--- src/core/scrb_map.svh ---
// Purpose: constants for the synthesizer control register bank
// Assumes: 32-bit words, select code in bits 3:0
// Notes: offsets are byte addresses on the apb side
`ifndef SCRB_MAP_SVH
`define SCRB_MAP_SVH
`define SCRB_SEL_MAIN 4'h0
`define SCRB_SEL_AUX 4'h2
`define SCRB_SEL_PHASE 4'h3
`define SCRB_SEL_REFCFG 4'h4
`define SCRB_SEL_FIXED 4'h5
`define SCRB_SEL_OUTBLD 4'h6
`define SCRB_AUX_FRAC_LSB 18
`define SCRB_AUX_MOD_LSB 4
`define SCRB_PH_SDDIS 30
`define SCRB_PH_RESYNC 29
`define SCRB_PH_ADJ 28
`define SCRB_PH_VAL_LSB 4
`define SCRB_RC_MUX_LSB 27
`define SCRB_RC_DBL 26
`define SCRB_RC_HALF 25
`define SCRB_RC_RCNT_LSB 15
`define SCRB_RC_DBUF 14
`define SCRB_RC_CP_LSB 10
`define SCRB_RC_MUXLVL 8
`define SCRB_RC_POL 7
`define SCRB_RC_PD 6
`define SCRB_RC_TRI 5
`define SCRB_RC_CRST 4
`define SCRB_OB_BPOL 31
`define SCRB_OB_GATED 30
`define SCRB_OB_FBSEL 24
`define SCRB_OB_DIV_LSB 21
`define SCRB_FIXED_WORD 32'h00800025
`define SCRB_ADDR_DATA 8'h00
`define SCRB_ADDR_STATUS 8'h04
`define SCRB_ADDR_CFG 8'h08
`define SCRB_ADDR_PHASE 8'h0C
`define SCRB_ADDR_AUXF 8'h10
`define SCRB_ADDR_AUXM 8'h14
`endif

--- src/core/scrb_link_if.sv ---
// Purpose: word link from host controller to register bank
// Assumes: same clock both ends
// Notes: one strobe per word
`timescale 1ns/1ps
interface scrb_link_if;
  logic [31:0] word;
  logic strobe;
  logic lock_detect;
  modport host (output word, output strobe, input lock_detect);
  modport dev (input word, input strobe, output lock_detect);
endinterface

--- src/core/scrb_device.sv ---
// Purpose: synthesizer control register bank, device end
// Assumes: words arrive as one-cycle strobes on clk_i
// Notes: analog effects appear as control outputs
`timescale 1ns/1ps
`include "scrb_map.svh"
// Summary of operation
// - aux fraction = high times 2^14 plus low
// - host keeps aux fraction below modulus
// - aux modulus = high times 2^14 plus low
// - low four bits select destination register
// - host writes reserved top bits as zero
// - main write resets modulator unless disabled
// - resync needs enable, reset on, divided feedback; here the resync bit alone (adjust clear) loads the phase on main write
// - phase offset is value over 2^24 turns
// - phase adjust advances phase per main write
// - continual adjust: calibration off, reset disabled; here the adjust add on each main write ignores the reset-disable bit
// - test mux select; no dividers during retune
// - doubler bit selects doubling and active edges
// - halving bit adds divide-by-two toggle stage
// - ten-bit reference counter divides 1 to 1023
// - double buffer defers divider select to main
// - four-bit field selects pump current
// - polarity bit: 1 positive, 0 negative
// - power-down disables outputs, registers stay live
// - three-state bit floats the pump output
// - counter reset bit holds counters in reset
// - host loads fixed register with constant word
// - gated bleed waits for lock; top bit polarity
module scrb_device
(
  // clock and reset
  input wire logic clk_i,
  input wire logic reset_i,
  // link
  scrb_link_if.dev link,
  // synthesizer state
  input wire logic lock_raw_i,
  input wire logic ref_edge_i,
  // decoded controls
  output logic [37:0] aux_fraction_total_o,
  output logic [37:0] aux_modulus_total_o,
  output logic [23:0] phase_value_o,
  output logic [23:0] phase_accum_o,
  output logic modulator_reset_o,
  output logic resync_enable_o,
  output logic [2:0] test_mux_output_o,
  output logic [3:0] pump_current_select_o,
  output logic detector_polarity_o,
  output logic mux_logic_level_o,
  output logic pump_hiz_o,
  output logic counter_hold_o,
  output logic outputs_enable_o,
  output logic [2:0] rf_div_active_o,
  output logic feedback_select_o,
  output logic bleed_on_o,
  output logic bleed_polarity_o,
  output logic pfd_ref_o,
  output logic fixed_ok_o
);
  logic [31:0] aux_r, phase_r, refcfg_r, outbld_r, fixed_r;
  logic [13:0] frac_hi_r, mod_hi_r;
  logic [23:0] accum_r;
  logic [2:0] div_act_r;
  logic sdrst_r, lock_s1_r, lock_s2_r, ref_s1_r, ref_s2_r, ref_d_r, tog_r, pfd_r;
  logic [9:0] rcnt_r;
  wire [3:0] register_select_code = link.word[3:0];
  wire wr_main = link.strobe && register_select_code == `SCRB_SEL_MAIN;
  wire wr_aux = link.strobe && register_select_code == `SCRB_SEL_AUX;
  wire wr_ph = link.strobe && register_select_code == `SCRB_SEL_PHASE;
  wire wr_rc = link.strobe && register_select_code == `SCRB_SEL_REFCFG;
  wire wr_fx = link.strobe && register_select_code == `SCRB_SEL_FIXED;
  wire wr_ob = link.strobe && register_select_code == `SCRB_SEL_OUTBLD;
  wire wr_hi = link.strobe && register_select_code == 4'hD;
  wire power_down_bit = refcfg_r[`SCRB_RC_PD];
  wire counter_reset_bit = refcfg_r[`SCRB_RC_CRST];
  wire double_buffer_enable = refcfg_r[`SCRB_RC_DBUF];
  wire [9:0] rdiv = refcfg_r[`SCRB_RC_RCNT_LSB +: 10];
  wire lock_ok = lock_s2_r && !power_down_bit;
  wire ref_act = refcfg_r[`SCRB_RC_DBL] ? (ref_s2_r != ref_d_r) : (ref_d_r && !ref_s2_r);
  wire cnt_hold = counter_reset_bit || power_down_bit;
  wire rcnt_wrap = rcnt_r >= rdiv - 10'h001 || rdiv == 10'h000;
  // registers; unmatched codes store nothing
  always_ff @(posedge clk_i)
  begin
    if (reset_i)
    begin
      aux_r <= 32'h0; phase_r <= 32'h0; refcfg_r <= 32'h0; outbld_r <= 32'h0;
      fixed_r <= 32'h0; frac_hi_r <= 14'h0; mod_hi_r <= 14'h0;
    end
    else
    begin
      if (wr_aux) aux_r <= link.word;
      if (wr_ph) phase_r <= link.word;
      if (wr_rc) refcfg_r <= link.word;
      if (wr_ob) outbld_r <= link.word;
      if (wr_fx) fixed_r <= link.word;
      if (wr_hi) frac_hi_r <= link.word[31:18];
      if (wr_hi) mod_hi_r <= link.word[17:4];
    end
  end
  // main-write side effects
  always_ff @(posedge clk_i)
  begin
    if (reset_i)
    begin
      accum_r <= 24'h0; div_act_r <= 3'h0; sdrst_r <= 1'b0;
    end
    else
    begin
      sdrst_r <= wr_main && !phase_r[`SCRB_PH_SDDIS];
      if (wr_main && phase_r[`SCRB_PH_ADJ])
        accum_r <= accum_r + phase_r[`SCRB_PH_VAL_LSB +: 24];
      else if (wr_main && phase_r[`SCRB_PH_RESYNC])
        accum_r <= phase_r[`SCRB_PH_VAL_LSB +: 24];
      if (wr_main || !double_buffer_enable)
        div_act_r <= outbld_r[`SCRB_OB_DIV_LSB +: 3];
    end
  end
  // reference path: sync, divide, optional halving
  always_ff @(posedge clk_i)
  begin
    if (reset_i)
    begin
      lock_s1_r <= 1'b0; lock_s2_r <= 1'b0; ref_s1_r <= 1'b0; ref_s2_r <= 1'b0;
      ref_d_r <= 1'b0; rcnt_r <= 10'h0; tog_r <= 1'b0; pfd_r <= 1'b0;
    end
    else
    begin
      lock_s1_r <= lock_raw_i; lock_s2_r <= lock_s1_r;
      ref_s1_r <= ref_edge_i; ref_s2_r <= ref_s1_r; ref_d_r <= ref_s2_r;
      pfd_r <= 1'b0;
      if (cnt_hold)
      begin
        rcnt_r <= 10'h0; tog_r <= 1'b0;
      end
      else if (ref_act)
      begin
        rcnt_r <= rcnt_wrap ? 10'h0 : rcnt_r + 10'h001;
        if (rcnt_wrap)
        begin
          tog_r <= !tog_r;
          pfd_r <= refcfg_r[`SCRB_RC_HALF] ? !tog_r : 1'b1;
        end
      end
    end
  end
  assign aux_fraction_total_o = {frac_hi_r, 24'h0} >> 10 | {24'h0, aux_r[`SCRB_AUX_FRAC_LSB +: 14]};
  assign aux_modulus_total_o = {mod_hi_r, 24'h0} >> 10 | {24'h0, aux_r[`SCRB_AUX_MOD_LSB +: 14]};
  assign phase_value_o = phase_r[`SCRB_PH_VAL_LSB +: 24];
  assign phase_accum_o = accum_r;
  assign modulator_reset_o = sdrst_r;
  assign resync_enable_o = phase_r[`SCRB_PH_RESYNC];
  assign test_mux_output_o = refcfg_r[`SCRB_RC_MUX_LSB +: 3];
  assign pump_current_select_o = refcfg_r[`SCRB_RC_CP_LSB +: 4];
  assign detector_polarity_o = refcfg_r[`SCRB_RC_POL];
  assign mux_logic_level_o = refcfg_r[`SCRB_RC_MUXLVL];
  assign pump_hiz_o = refcfg_r[`SCRB_RC_TRI] || power_down_bit;
  assign counter_hold_o = cnt_hold;
  assign outputs_enable_o = !power_down_bit;
  assign rf_div_active_o = div_act_r;
  assign feedback_select_o = outbld_r[`SCRB_OB_FBSEL];
  assign bleed_on_o = !outbld_r[`SCRB_OB_GATED] || lock_ok;
  assign bleed_polarity_o = outbld_r[`SCRB_OB_BPOL];
  assign pfd_ref_o = pfd_r;
  assign fixed_ok_o = fixed_r == `SCRB_FIXED_WORD;
  assign link.lock_detect = lock_ok;
endmodule

--- src/flat_wrapper.sv ---
// flat-port wrapper written by rule: the top's interface ports become plain ports
module scrb_device_flat 
  (clk_i, reset_i, lock_raw_i, ref_edge_i, aux_fraction_total_o, aux_modulus_total_o, phase_value_o, phase_accum_o, modulator_reset_o, resync_enable_o, test_mux_output_o, pump_current_select_o, detector_polarity_o, mux_logic_level_o, pump_hiz_o, counter_hold_o, outputs_enable_o, rf_div_active_o, feedback_select_o, bleed_on_o, bleed_polarity_o, pfd_ref_o, fixed_ok_o, link_word, link_strobe, link_lock_detect);
  scrb_link_if link_i ();
  input wire logic clk_i;
  input wire logic reset_i;
  input wire logic lock_raw_i;
  input wire logic ref_edge_i;
  output logic [37:0] aux_fraction_total_o;
  output logic [37:0] aux_modulus_total_o;
  output logic [23:0] phase_value_o;
  output logic [23:0] phase_accum_o;
  output logic modulator_reset_o;
  output logic resync_enable_o;
  output logic [2:0] test_mux_output_o;
  output logic [3:0] pump_current_select_o;
  output logic detector_polarity_o;
  output logic mux_logic_level_o;
  output logic pump_hiz_o;
  output logic counter_hold_o;
  output logic outputs_enable_o;
  output logic [2:0] rf_div_active_o;
  output logic feedback_select_o;
  output logic bleed_on_o;
  output logic bleed_polarity_o;
  output logic pfd_ref_o;
  output logic fixed_ok_o;
  input wire logic [$bits(link_i.word)-1:0] link_word;
  input wire logic [$bits(link_i.strobe)-1:0] link_strobe;
  output wire logic [$bits(link_i.lock_detect)-1:0] link_lock_detect;
  assign link_i.word = link_word;
  assign link_i.strobe = link_strobe;
  assign link_lock_detect = link_i.lock_detect;
  scrb_device u_core (.clk_i(clk_i), .reset_i(reset_i), .link(link_i), .lock_raw_i(lock_raw_i), .ref_edge_i(ref_edge_i), .aux_fraction_total_o(aux_fraction_total_o), .aux_modulus_total_o(aux_modulus_total_o), .phase_value_o(phase_value_o), .phase_accum_o(phase_accum_o), .modulator_reset_o(modulator_reset_o), .resync_enable_o(resync_enable_o), .test_mux_output_o(test_mux_output_o), .pump_current_select_o(pump_current_select_o), .detector_polarity_o(detector_polarity_o), .mux_logic_level_o(mux_logic_level_o), .pump_hiz_o(pump_hiz_o), .counter_hold_o(counter_hold_o), .outputs_enable_o(outputs_enable_o), .rf_div_active_o(rf_div_active_o), .feedback_select_o(feedback_select_o), .bleed_on_o(bleed_on_o), .bleed_polarity_o(bleed_polarity_o), .pfd_ref_o(pfd_ref_o), .fixed_ok_o(fixed_ok_o));
endmodule
--- config.mk ---
export PLATFORM = sky130hd
export DESIGN_NAME = scrb_device_flat
export DESIGN_NICKNAME = d
export VERILOG_FILES = /design/src/core/scrb_link_if.sv /design/src/core/scrb_device.sv /design/src/flat_wrapper.sv
export VERILOG_INCLUDE_DIRS = /design/src /design/src/core
export SDC_FILE = /design/constraint.sdc
export NUM_CORES = 1
export LEC_CHECK = 0
export ABC_AREA = 0
export ABC_CLOCK_PERIOD_IN_PS = 3760
export BUFFER_PORTS_ARGS = -buffer_cell sky130_fd_sc_hd__buf_2
export CAP_MARGIN = 20
export CELL_PAD_IN_SITES_DETAIL_PLACEMENT = 2
export CELL_PAD_IN_SITES_GLOBAL_PLACEMENT = 2
export CORE_MARGIN = 2
export CORE_UTILIZATION = 31
export CTS_CLUSTER_SIZE = 14
export DETAILED_ROUTE_END_ITERATION = 16
export PLACE_DENSITY = 0.81
export REMOVE_ABC_BUFFERS = 1
export SETUP_SLACK_MARGIN = 0.4
export SKIP_LAST_GASP = 1
export SYNTH_ARGS = -nofsm -noshare
export SYNTH_HDL_FRONTEND = slang
export SYNTH_SLANG_ARGS = --single-unit
--- constraint.sdc ---
create_clock -name clk_i -period 3.76 [get_ports clk_i]
set_input_delay 0.376 -clock clk_i [delete_from_list [all_inputs] [get_ports clk_i]]
set_output_delay 0.376 -clock clk_i [all_outputs]
set_load 0.02 [all_outputs]
==> summary.md, run 1 <==
| Metric | Value |
|---|---|
| Async SR Flop Fraction | `0%` |
| Worst r2r dst | `u_core.phase_accum_o[22]$_SDFFE_PP0P_` |
| CP Capture Type | `flop` |
| Yosys reg bits | `191` |
| Final Slew Violations | `0` |
| Synth area leader | `dfxtp_1` |
| Num CTS Buffers | `17` |
| Crit-path max cell delay | `0.40 ns` |
| Highest clock rate | `330 MHz` |
| Final Hold Fails | `0` |
| Max VDD drop | `0.000229 V` |
| Fin crit share | `80.7%` |
| Via count | `8183` |
| Initial Util | `31.6%` |
| Int Pwr | `0.00307 W` |
| CP top delay family | `compound AO/OA/AOI/OAI gates` |
| Clk_lat worst skew | `0.45 ns` |
| HP Class | `in -> reg` |
| Routed vias/inst | `5.06` |
| First-pass DRT Iterations | `5` |
| FF-to-FF path depth | `12` |
| Leak pwr | `4.39 nW` |
| Detailed-route DRC error count | `0` |
| GR Overflow Total | `0` |
| Net Sw Frac | `25.7%` |
| Drt initial violations | `384` |
| Maxcap violations | `0` |
| Final instance area | `0.0103 mm²` |
| Post-synth EDFFs | `0` |
| Die Width | `172 µm` |
| Worst Hold End | `u_core.lock_s1_r$_SDFF_PP0_` |
| RSZ-0062 raised after global routing | `no` |
| Commonest non-fill, non-tap cells in the layout | `nand2_1 (317), dfxtp_1 (191), a21oi_1 (166), buf_2 (162), nor2_1 (60)` |
| CTS tree | `done` |
| # IOs | `184` |
| Post-Syn Instances | `1115` |
| Leading cell type in the layout, fill and taps excluded | `nand2_1` |
| YS warnings | `0` |
| DP Wirelength | `22000 µm` |
| Post-synth cell types | `52` |
| Number of global-route vias before repair | `8784` |
| Placed Instances | `1583` |
| Critical-path cell list | `ha_1, inv_1, fa_1, nand2b_1, a21oi_2, o311ai_0, a21oi_1, o21bai_1, nand3b_1, a31oi_1, or4_1, o311ai_0` |
| Nets | `1299` |
| Number of antenna violations at the first check in global routing | `0` |
| Yosys top cell area share | `43.5%` |
| Crit path max fanout | `4` |
| Post-placement cell area | `0.00971 mm²` |
| CTS max path bufs | `2` |
| Share of layout cells above drive strength 1 | `17.9%` |
| Clock sink count | `191` |
| Gate power share | `6.2%` |
| Fin Hold WS | `0.145 ns` |
| Setup TNS | `0 ns` |
| Die area | `0.0297 mm²` |
| Per-cell routed wire length | `19.5 µm` |
| Area contributors post-synth | `dfxtp_1 (43%), nand2_1 (14%), a21oi_1 (9.5%), ha_1 (5.1%), buf_4 (4.4%)` |
| Startpoint Class | `flop` |
| Sequential power share | `49.9%` |
| Skew final | `0.0130 ns` |
| Antenna-violating nets left | `0` |
| Area Growth Syn to Fin | `17.2%` |
| Crit path time final | `3.03 ns` |
| Core area | `0.0279 mm²` |
| CP dominant cell by count | `o311ai_0` |
| Crit path kind | `reg -> reg` |
| GRT Overall Usage | `21.5%` |
| Slowest-stage cell, CP | `or4_1` |
| CTS clk-pin slew, worst paths | `0.08 ns` |
| Hold_sp | `lock_raw_i` |
| Final setup vio count | `0` |
| GP Congestion | `0.774` |
| Syn avg cell area | `7.89 µm²` |
| Filler Cells Inserted | `3287` |
| Setup slack after layout | `0.727 ns` |
| Netlist Area Pre-Place | `0.00880 mm²` |
| Worst EP arrival | `3.35 ns` |
| Die height | `172 µm` |
| Final Non-Filler Cells | `1616` |
| Power density cells | `401 mW/mm²` |
| First-pass GRT wire length | `48900 µm` |
| Largest net degree at the start of global routing | `111` |
| R2R setup slack | `0.73 ns` |
| H-tree Lvls | `4` |
| Port bufs | `163` |
| WP buf/inv | `1` |
| CTS hold repair buffers | `0` |
| Worst-Margin Slew | `1.02 ns` |
| Worst Path Required | `4.08 ns` |
| Root buf cell | `clkbuf_16` |
| DRT Wirelength | `31500 µm` |
| Rel. slew slack | `32.1%` |
| Site row count | `61` |
| Register area share after synthesis | `43.5%` |
| Ys flop type | `dfxtp_1` |
| Worst r2r src | `u_core.phase_r[4]$_SDFFE_PP0P_` |
| WHS Path Cells | `2` |
| Pre-CTS WS | `0.699 ns` |
| Clock share of power | `43.9%` |
| Net Sw Power | `0.00106 W` |
| Run status | `completed` |
-- worst max-delay path by stage --
| stage | start | endpoint | slack, ns | cells past startpoint |
|---|---|---|---|---|
| after floorplan | link_word[2] | u_core.phase_accum_o[23]$_SDFFE_PP0P_ | 0.83 | 5 |
| after global placement | u_core.phase_r[4]$_SDFFE_PP0P_ | u_core.phase_accum_o[22]$_SDFFE_PP0P_ | 0.79 | 12 |
| after detailed placement | u_core.phase_r[4]$_SDFFE_PP0P_ | u_core.phase_accum_o[22]$_SDFFE_PP0P_ | 0.70 | 12 |
| after CTS | u_core.phase_r[4]$_SDFFE_PP0P_ | u_core.phase_accum_o[22]$_SDFFE_PP0P_ | 0.66 | 12 |
| after global routing | u_core.phase_r[4]$_SDFFE_PP0P_ | u_core.phase_accum_o[22]$_SDFFE_PP0P_ | 0.42 | 12 |
| final | u_core.phase_r[4]$_SDFFE_PP0P_ | u_core.phase_accum_o[22]$_SDFFE_PP0P_ | 0.73 | 12 |
-- cells in the mapped netlist, drive strengths merged (12+ instances only) --
cell / count
a311oi: 15
o21ai: 12
xnor2: 16
ha: 36
dfxtp: 191
xor2: 17
inv: 12
a21o: 17
nor2: 60
buf: 54
nand2: 317
clkbuf: 55
nand3: 30
a21oi: 167
-- state kept, by name (all words and copies together) (netlist names) --
register,count
u_core.frac_hi_r,14
u_core.rcnt_r,10
u_core.pfd_ref_o,1
u_core.ref_d_r,1
u_core.ref_s2_r,1
u_core.lock_s2_r,1
u_core.modulator_reset_o,1
u_core.aux_r,28
u_core.fixed_r,32
u_core.mod_hi_r,14
u_core.tog_r,1
u_core.phase_r,27
u_core.outbld_r,6
u_core.refcfg_r,25
u_core.lock_s1_r,1
u_core.rf_div_active_o,3
u_core.phase_accum_o,24
u_core.ref_s1_r,1
-- metal layers --
layer | wire, µm | track usage (%)
met1 | 13800 | 26.4
met5 | 0 | 0
met3 | 1830 | 5.40
met2 | 15300 | 37.0
met4 | 483 | 6.28
-- area by class of cell --
type | count | area, µm² | share of cell area (%)
Multi-Input combinational cell | 822 | 4410 | 42.8
Sequential cell | 191 | 3820 | 37.1
Timing Repair Buffer | 181 | 990 | 9.60
Tap cell | 378 | 473 | 4.59
Clock buffer | 21 | 460 | 4.47
Clock inverter | 10 | 105 | 1.02
Inverter | 12 | 45.0 | 0.437
Antenna cell | 1 | 2.50 | 0.0243
-- power by group through the flow --
stage	clock [W]	sequential [W]	combinational (W)
2_1_floorplan	0	0.00212	0.0000952
4_1_cts	0.00185	0.00206	0.000257
5_1_grt	0.00192	0.00206	0.000281
3_5_place_dp	0	0.00211	0.000254
6_report	0.00182	0.00206	0.000256
3_3_place_gp	0	0.00211	0.000248
-- what timing repair did --
| action | in CTS | in global routing |
|---|---|---|
| gates resized for setup | 0 | 1 |
| setup buffers | 0 | 0 |
| setup endpoints to repair | 0 | 1 |
-- per-stage QoR --
stage,total power (W),utilization (%)
CTS,0.00417,36.9
global route,0.00427,37.0
finish,0.00413,37.0
floorplan,0.00222,-
detailed placement,0.00236,34.9
global placement,0.00236,34.9
-- cell families (layout without fill, tap and decap cells) --
group	after synthesis	in the layout	share of synthesized area, %
AO/OA/AOI/OAI	242	242	16.1
XOR/XNOR	33	33	3.28
adder cells (fa/ha/maj)	37	37	5.35
buffers and inverters	121	224	7.34
flip-flops	191	191	43.5
multiplexers	8	8	0.910
other	1	21	0.0426
AND/OR/NAND/NOR	482	482	23.5
-- worst register-to-register path, delay by kind of cell (launching register included) --
family / cells / cell delay, ns
AO/OA/AOI/OAI: 6 / 1.13
flip-flops: 1 / 0.38
adder cells (fa/ha/maj): 2 / 0.59
buffers and inverters: 1 / 0.07
AND/OR/NAND/NOR: 3 / 0.75
(Power assumes the default switching activity.)
==> run 2: changes to the inputs <==
--- a/config.mk
+++ b/config.mk
@@ -7,7 +7,7 @@
 export NUM_CORES = 1
 export LEC_CHECK = 0
 export ABC_AREA = 0
-export ABC_CLOCK_PERIOD_IN_PS = 3760
+export ABC_CLOCK_PERIOD_IN_PS = 3100
 export BUFFER_PORTS_ARGS = -buffer_cell sky130_fd_sc_hd__buf_2
 export CAP_MARGIN = 20
 export CELL_PAD_IN_SITES_DETAIL_PLACEMENT = 2
==> constraint.sdc (replaced) <==
create_clock -name clk_i -period 3.1 [get_ports clk_i]
set_input_delay 0.31 -clock clk_i [delete_from_list [all_inputs] [get_ports clk_i]]
set_output_delay 0.31 -clock clk_i [all_outputs]
set_load 0.02 [all_outputs]
==> run 2 against run 1 <==
Routed wire length increased by 2.8%. Clock-buffer cell count decreased by 2. Sequential power increased by 21%. Core utilization increased by 1.0 points. Flip-flop and latch count unchanged. Clock skew increased by 0.0022 ns. Hold slack got worse by 0.057 ns. Largest cell class unchanged. Design area increased by 2.7%.
==> summary.md, run 2 (same netlist as run 1, synthesis figures left out) <==
| Metric | Value |
|---|---|
| Maxcap violations | `0 (unchanged)` |
| Worst-Margin Slew | `1.06 ns (was 1.02 ns)` |
| Clock sink count | `191 (unchanged)` |
| HP Class | `in -> reg (unchanged)` |
| Final Slew Violations | `0 (unchanged)` |
| Routed vias/inst | `5.12 (was 5.06)` |
| DRT Wirelength | `32300 µm (was 31500 µm)` |
| First-pass DRT Iterations | `4 (was 5)` |
| Post-placement cell area | `0.00973 mm² (was 0.00971 mm²)` |
| Crit path kind | `reg -> reg (unchanged)` |
| Pre-CTS WS | `0.151 ns (was 0.699 ns)` |
| Worst r2r src | `u_core.phase_accum_o[0]$_SDFFE_PP0P_ (was u_core.phase_r[4]$_SDFFE_PP0P_)` |
| Net Sw Power | `0.00131 W (was 0.00106 W)` |
| Sequential power share | `48.2% (was 49.9%)` |
| Via count | `8336 (was 8183)` |
| RSZ-0062 raised after global routing | `yes (was no)` |
| CTS clk-pin slew, worst paths | `0.08 ns (about the same)` |
| Skew final | `0.0151 ns (was 0.0130 ns)` |
| GRT Overall Usage | `21.4% (was 21.5%)` |
| Core area | `0.0279 mm² (unchanged)` |
| Share of layout cells above drive strength 1 | `20.7% (was 17.9%)` |
| Crit path time final | `2.63 ns (was 3.03 ns)` |
| Leak pwr | `4.47 nW (was 4.39 nW)` |
| Die area | `0.0297 mm² (unchanged)` |
| Fin crit share | `84.7% (was 80.7%)` |
| Run status | `completed (unchanged)` |
| Largest net degree at the start of global routing | `96 (was 111)` |
| H-tree Lvls | `4 (unchanged)` |
| Highest clock rate | `381 MHz (was 330 MHz)` |
| Worst Setup SP | `u_core.phase_accum_o[0]$_SDFFE_PP0P_ (was u_core.phase_r[4]$_SDFFE_PP0P_)` |
| Setup TNS | `0 ns (unchanged)` |
| Commonest non-fill, non-tap cells in the layout | `nand2_1 (317), dfxtp_1 (184), a21oi_1 (164), buf_2 (162), nor2_1 (59) (was nand2_1 (317), dfxtp_1 (191), a21oi_1 (166), buf_2 (162), nor2_1 (60))` |
| Clk_lat worst skew | `0.44 ns (was 0.45 ns)` |
| GP Congestion | `0.770 (was 0.774)` |
| Regs by FF count | `u_core.fixed_r: 32 flops, u_core.aux_r: 28 flops, u_core.phase_r: 27 flops (unchanged)` |
| FF-to-FF path depth | `12 (unchanged)` |
| Rel. slew slack | `28.8% (was 32.1%)` |
| # IOs | `184 (unchanged)` |
| Worst r2r dst | `u_core.phase_accum_o[22]$_SDFFE_PP0P_ (unchanged)` |
| Int Pwr | `0.00388 W (was 0.00307 W)` |
| Area Growth Syn to Fin | `20.3% (was 17.2%)` |
| Filler Cells Inserted | `3233 (was 3287)` |
| Multi-input gate area | `0.00456 mm² (was 0.00441 mm²)` |
| Final Hold Fails | `0 (unchanged)` |
| Startpoint Class | `flop (unchanged)` |
| Nets | `1310 (was 1299)` |
| Largest reg by FF count | `u_core.fixed_r (unchanged)` |
| Worst setup path endpoint | `u_core.phase_accum_o[22]$_SDFFE_PP0P_ (unchanged)` |
| Gate power share | `6.0% (was 6.2%)` |
| Seq. cell area | `0.00384 mm² (was 0.00382 mm²)` |
| Crit path max fanout | `3 (was 4)` |
| DP Wirelength | `22100 µm (was 22000 µm)` |
| Drt initial violations | `387 (was 384)` |
| Number of antenna violations at the first check in global routing | `1 (was 0)` |
| CTS max path bufs | `2 (unchanged)` |
| Die height | `172 µm (unchanged)` |
| First-pass GRT wire length | `49400 µm (was 48900 µm)` |
| Worst Path Required | `3.42 ns (was 4.08 ns)` |
| Site row count | `61 (unchanged)` |
| Max VDD drop | `0.000300 V (was 0.000229 V)` |
| Max reg flops | `32 (unchanged)` |
| R2R setup slack | `0.47 ns (was 0.73 ns)` |
| Final setup vio count | `0 (unchanged)` |
| GR Overflow Total | `0 (unchanged)` |
| Detailed-route DRC error count | `0 (unchanged)` |
| Worst EP arrival | `2.95 ns (was 3.35 ns)` |
| Final instance area | `0.0106 mm² (was 0.0103 mm²)` |
| Number of global-route vias before repair | `8829 (was 8784)` |
| Die Width | `172 µm (unchanged)` |
| Per-cell routed wire length | `19.9 µm (was 19.5 µm)` |
| Clock share of power | `45.8% (was 43.9%)` |
| CTS hold repair buffers | `0 (unchanged)` |
| Power density cells | `490 mW/mm² (was 401 mW/mm²)` |
| CTS tree | `done (unchanged)` |
| Antenna-violating nets left | `0 (unchanged)` |
| Net Sw Frac | `25.2% (was 25.7%)` |
| Root buf cell | `clkbuf_16 (unchanged)` |
| CP Capture Type | `flop (unchanged)` |
| Initial Util | `31.6% (unchanged)` |
| Setup slack after layout | `0.475 ns (was 0.727 ns)` |
| Port bufs | `163 (unchanged)` |
| ANT cells | `0 (was 1)` |
| Leading cell type in the layout, fill and taps excluded | `nand2_1 (unchanged)` |
| Num CTS Buffers | `17 (unchanged)` |
-- run 2: changes by cell type in the layout (fill, tap and decap cells not counted), moves of 3 or more --
cell     previous run  this run
dfxtp_2             0         5
o21ai_1             0         3
o21ai_0            11         8
dfxtp_1           191       184
ha_4                0         5
ha_1               36        29
inv_6               2         5
buf_4              16        28
-- run 2: worst max-delay path, stage by stage, from the launching register on --
cell and delay, ns:
dfxtp_4 0.37, ha_4 0.15, inv_1 0.05, fa_1 0.38, nand2b_4 0.18, a21oi_4 0.19, o311ai_4 0.12, a21oi_2 0.19
o21bai_1 0.10, nand3b_1 0.14, a31oi_1 0.13, or4_1 0.42, o311ai_0 0.11
-- run 2: routing by layer --
layer,part of all wire (%),vias to the layer above,track usage (%)
li1,-,3946,-
met4,1.5,0,5.01
met1,44,4187,27.2
met3,5.1,30,4.97
met5,0,-,0
met2,50,173,36.7
-- run 2: how the worst min path moves through the flow --
stage	from	cells after the start	to	slack (ns)
2_1_floorplan	reset_i	1	u_core.ref_d_r$_SDFF_PP0_	0.38
3_3_place_gp	u_core.lock_s1_r$_SDFF_PP0_	1	u_core.lock_s2_r$_SDFF_PP0_	0.42
3_5_place_dp	u_core.ref_s1_r$_SDFF_PP0_	1	u_core.ref_s2_r$_SDFF_PP0_	0.44
4_1_cts	lock_raw_i	2	u_core.lock_s1_r$_SDFF_PP0_	0.08
5_1_grt	lock_raw_i	2	u_core.lock_s1_r$_SDFF_PP0_	0.09
6_report	lock_raw_i	2	u_core.lock_s1_r$_SDFF_PP0_	0.09
-- run 2: area by class of cell --
type	instances	share of cell area, %
Timing Repair Buffer	192	9.94
Clock buffer	19	4.18
Sequential cell	191	36.2
Clock inverter	13	1.64
Multi-Input combinational cell	822	43.1
Inverter	12	0.425
Tap cell	378	4.47
-- run 2: power groups by stage --
stage	clock network (W)	registers (W)	logic (W)
after floorplan	0	0.00257	0.000115
after global placement	0	0.00256	0.000300
after detailed placement	0	0.00256	0.000308
after CTS	0.00241	0.00250	0.000313
after global routing	0.00252	0.00250	0.000342
final	0.00237	0.00250	0.000312
-- run 2: timing repair --
item / 4_1_cts / 5_1_grt
setup buffers: 1 / 8
pin swaps: 4 / 13
gates resized for setup: 9 / 29
endpoints found under the setup margin: 16 / 20
-- run 2: through the flow --
stage	utilization (%)	std cells	total power [W]	hold WS (ns)
floorplan	-	1025	0.00269	0.377
global placement	34.9	1586	0.00286	0.419
detailed placement	34.9	1586	0.00287	0.436
CTS	37.4	1619	0.00523	0.0830
global route	38.0	1627	0.00536	0.0908
finish	38.0	1627	0.00518	0.0884
==> run 3: changes to the inputs <==
--- a/config.mk
+++ b/config.mk
@@ -7,7 +7,7 @@
 export NUM_CORES = 1
 export LEC_CHECK = 0
 export ABC_AREA = 0
-export ABC_CLOCK_PERIOD_IN_PS = 3100
+export ABC_CLOCK_PERIOD_IN_PS = 2700
 export BUFFER_PORTS_ARGS = -buffer_cell sky130_fd_sc_hd__buf_2
 export CAP_MARGIN = 20
 export CELL_PAD_IN_SITES_DETAIL_PLACEMENT = 2
==> constraint.sdc (replaced) <==
create_clock -name clk_i -period 2.7 [get_ports clk_i]
set_input_delay 0.27 -clock clk_i [delete_from_list [all_inputs] [get_ports clk_i]]
set_output_delay 0.27 -clock clk_i [all_outputs]
set_load 0.02 [all_outputs]
==> run 3 against run 2 <==
Clock power is 14% higher. Design area rose by 6.4%. Total power rose by 16%. Hold slack lost 0.046 ns. Critical path depth unchanged. Sequential power rose by 15%. Non-clock buffer count rose by 45. Largest cell class unchanged.
==> summary.md, run 3 (same netlist as run 1, synthesis figures left out) <==
| Metric | Value |
|---|---|
| Skew final | `0.0125 ns (was 0.0151 ns)` |
| Number of antenna violations at the first check in global routing | `0 (was 1)` |
| Largest net degree at the start of global routing | `85 (was 96)` |
| Maxcap violations | `0 (unchanged)` |
| GRT Overall Usage | `24.5% (was 21.4%)` |
| CTS hold repair buffers | `0 (unchanged)` |
| Clock sink count | `191 (unchanged)` |
| Rel. slew slack | `44.1% (was 28.8%)` |
| Worst Hold End | `u_core.lock_s1_r$_SDFF_PP0_ (unchanged)` |
| Max reg flops | `32 (unchanged)` |
| # IOs | `184 (unchanged)` |
| CTS clk-pin slew, worst paths | `0.08 ns (about the same)` |
| R2R setup slack | `0.06 ns (was 0.47 ns)` |
| GR Overflow Total | `0 (unchanged)` |
| Num CTS Buffers | `17 (unchanged)` |
| DP Wirelength | `22900 µm (was 22100 µm)` |
| Via count | `8732 (was 8336)` |
| Routed vias/inst | `5.22 (was 5.12)` |
| Leading cell type in the layout, fill and taps excluded | `nand2_1 (unchanged)` |
| Number of global-route vias before repair | `9555 (was 8829)` |
| Final setup vio count | `0 (unchanged)` |
| HP Class | `in -> reg (unchanged)` |
| CTS max path bufs | `2 (unchanged)` |
| Commonest non-fill, non-tap cells in the layout | `nand2_1 (314), dfxtp_1 (174), buf_2 (162), a21oi_1 (158), buf_4 (64) (was nand2_1 (317), dfxtp_1 (184), a21oi_1 (164), buf_2 (162), nor2_1 (59))` |
| Crit path time final | `2.64 ns (was 2.63 ns)` |
| Largest reg by FF count | `u_core.fixed_r (unchanged)` |
| Die area | `0.0297 mm² (unchanged)` |
| FF-to-FF path depth | `12 (unchanged)` |
| Pwr Total | `0.00600 W (was 0.00518 W)` |
| Hold_sp | `lock_raw_i (unchanged)` |
| ANT cells | `0 (unchanged)` |
| Run status | `completed (unchanged)` |
| Crit path kind | `reg -> reg (unchanged)` |
| Worst-Margin Slew | `0.831 ns (was 1.06 ns)` |
| H-tree Lvls | `4 (unchanged)` |
| Crit path max fanout | `3 (unchanged)` |
| Setup slack after layout | `0.0641 ns (was 0.475 ns)` |
| Detailed-route DRC error count | `0 (unchanged)` |
| Site row count | `61 (unchanged)` |
| Share of layout cells above drive strength 1 | `27.4% (was 20.7%)` |
| Clk_lat worst skew | `0.44 ns (about the same)` |
| Port bufs | `163 (unchanged)` |
| Root buf cell | `clkbuf_16 (unchanged)` |
| Regs by FF count | `u_core.fixed_r: 32 flops, u_core.aux_r: 28 flops, u_core.phase_r: 27 flops (unchanged)` |
| Power density cells | `532 mW/mm² (was 490 mW/mm²)` |
| Leak pwr | `4.74 nW (was 4.47 nW)` |
| WHS Path Cells | `2 (unchanged)` |
| Startpoint Class | `flop (unchanged)` |
| Worst Path Required | `2.99 ns (was 3.42 ns)` |
| GP Congestion | `0.840 (was 0.770)` |
| Drt initial violations | `374 (was 387)` |
| Worst EP arrival | `2.93 ns (was 2.95 ns)` |
| Core area | `0.0279 mm² (unchanged)` |
| Nets | `1356 (was 1310)` |
| Highest clock rate | `379 MHz (was 381 MHz)` |
| Filler Cells Inserted | `3141 (was 3233)` |
| CP Capture Type | `flop (unchanged)` |
| RSZ-0062 raised after global routing | `yes (unchanged)` |
| Area Growth Syn to Fin | `28.0% (was 20.3%)` |
| First-pass DRT Iterations | `4 (unchanged)` |
| First-pass GRT wire length | `55400 µm (was 49400 µm)` |
| DRT Wirelength | `37700 µm (was 32300 µm)` |
| Die Width | `172 µm (unchanged)` |
| Worst r2r dst | `u_core.phase_accum_o[21]$_SDFFE_PP0P_ (was u_core.phase_accum_o[22]$_SDFFE_PP0P_)` |
| Antenna-violating nets left | `0 (unchanged)` |
| Setup TNS | `0 ns (unchanged)` |
| Initial Util | `31.6% (unchanged)` |
| Per-cell routed wire length | `22.5 µm (was 19.9 µm)` |
| Worst r2r src | `u_core.phase_r[4]$_SDFFE_PP0P_ (was u_core.phase_accum_o[0]$_SDFFE_PP0P_)` |
| CTS tree | `done (unchanged)` |
| Final Hold Fails | `0 (unchanged)` |
| Final Slew Violations | `0 (unchanged)` |
| Fin crit share | `97.6% (was 84.7%)` |
| Die height | `172 µm (unchanged)` |
| Max VDD drop | `0.000312 V (was 0.000300 V)` |
| Pre-CTS WS | `-0.297 ns (was 0.151 ns)` |
## run 3: where the power goes
group / switching (W) / internal, W / total (W)
Clock: 0.00127 / 0.00143 / 0.00270
Sequential: 0.0000267 / 0.00284 / 0.00287
Combinational: 0.000294 / 0.000132 / 0.000426
Total: 0.00159 / 0.00440 / 0.00600
## run 3: timing repair
item                                    4_1_cts  5_1_grt
buffers inserted                             24        9
resized for setup                            80       29
pin swaps                                    51       34
cloned                                        1        0
endpoints found under the setup margin       24       24
## run 3: cell type report
cell class,instances,area (µm²),area share [%]
Inverter,12,47.5,0.422
Sequential cell,191,3850,34.2
Clock buffer,18,439,3.90
Multi-Input combinational cell,823,4840,43.0
Tap cell,378,473,4.20
Clock inverter,14,180,1.60
Timing Repair Buffer,237,1430,12.7
## run 3: worst max-delay path, stage by stage, from the launching register on
cell,delay [ns]
dfxtp_2,0.34
ha_4,0.17
buf_4,0.13
buf_6,0.11
a211oi_4,0.27
o211ai_2,0.16
a41oi_2,0.30
o21a_1,0.18
o21ai_2,0.09
a31o_2,0.28
a21oi_2,0.19
or4_1,0.17
o311ai_1,0.10
## run 3: worst max-delay path by stage
| stage | from | to | slack, ns | cells after the start |
|---|---|---|---|---|
| final | u_core.phase_r[4]$_SDFFE_PP0P_ | u_core.phase_accum_o[21]$_SDFFE_PP0P_ | 0.06 | 12 |
| after CTS | u_core.refcfg_r[15]$_SDFFE_PP0P_ | u_core.tog_r$_SDFFE_PP0P_ | 0.13 | 13 |
| after global routing | u_core.refcfg_r[15]$_SDFFE_PP0P_ | u_core.tog_r$_SDFFE_PP0P_ | -0.01 | 13 |
| after floorplan | link_word[2] | u_core.phase_accum_o[23]$_SDFFE_PP0P_ | -0.12 | 5 |
| after detailed placement | u_core.refcfg_r[15]$_SDFFE_PP0P_ | u_core.rcnt_r[5]$_SDFFE_PP0N_ | -0.30 | 12 |
| after global placement | u_core.phase_r[4]$_SDFFE_PP0P_ | u_core.phase_accum_o[22]$_SDFFE_PP0P_ | -0.04 | 12 |
## run 3: through the flow
step | hold slack (ns) | util (%) | cell area (µm²) | std cells
after floorplan | 0.337 | - | 8270 | 1025
after global placement | 0.415 | 35.5 | 9900 | 1607
after detailed placement | 0.434 | 35.5 | 9900 | 1607
after CTS | 0.0266 | 39.7 | 11100 | 1664
after global routing | 0.0292 | 40.4 | 11300 | 1673
final | 0.0428 | 40.4 | 11300 | 1673
## run 3: per-layer routing
layer / routed length, µm / GRT usage [%] / vias up / share of wire (%)
met3: 2230 / 6.39 / 68 / 5.9
met4: 1030 / 8.81 / 0 / 2.7
li1: - / - / 4029 / -
met2: 19100 / 42.9 / 240 / 51
met5: 0 / 0 / - / 0
met1: 15400 / 28.8 / 4395 / 41
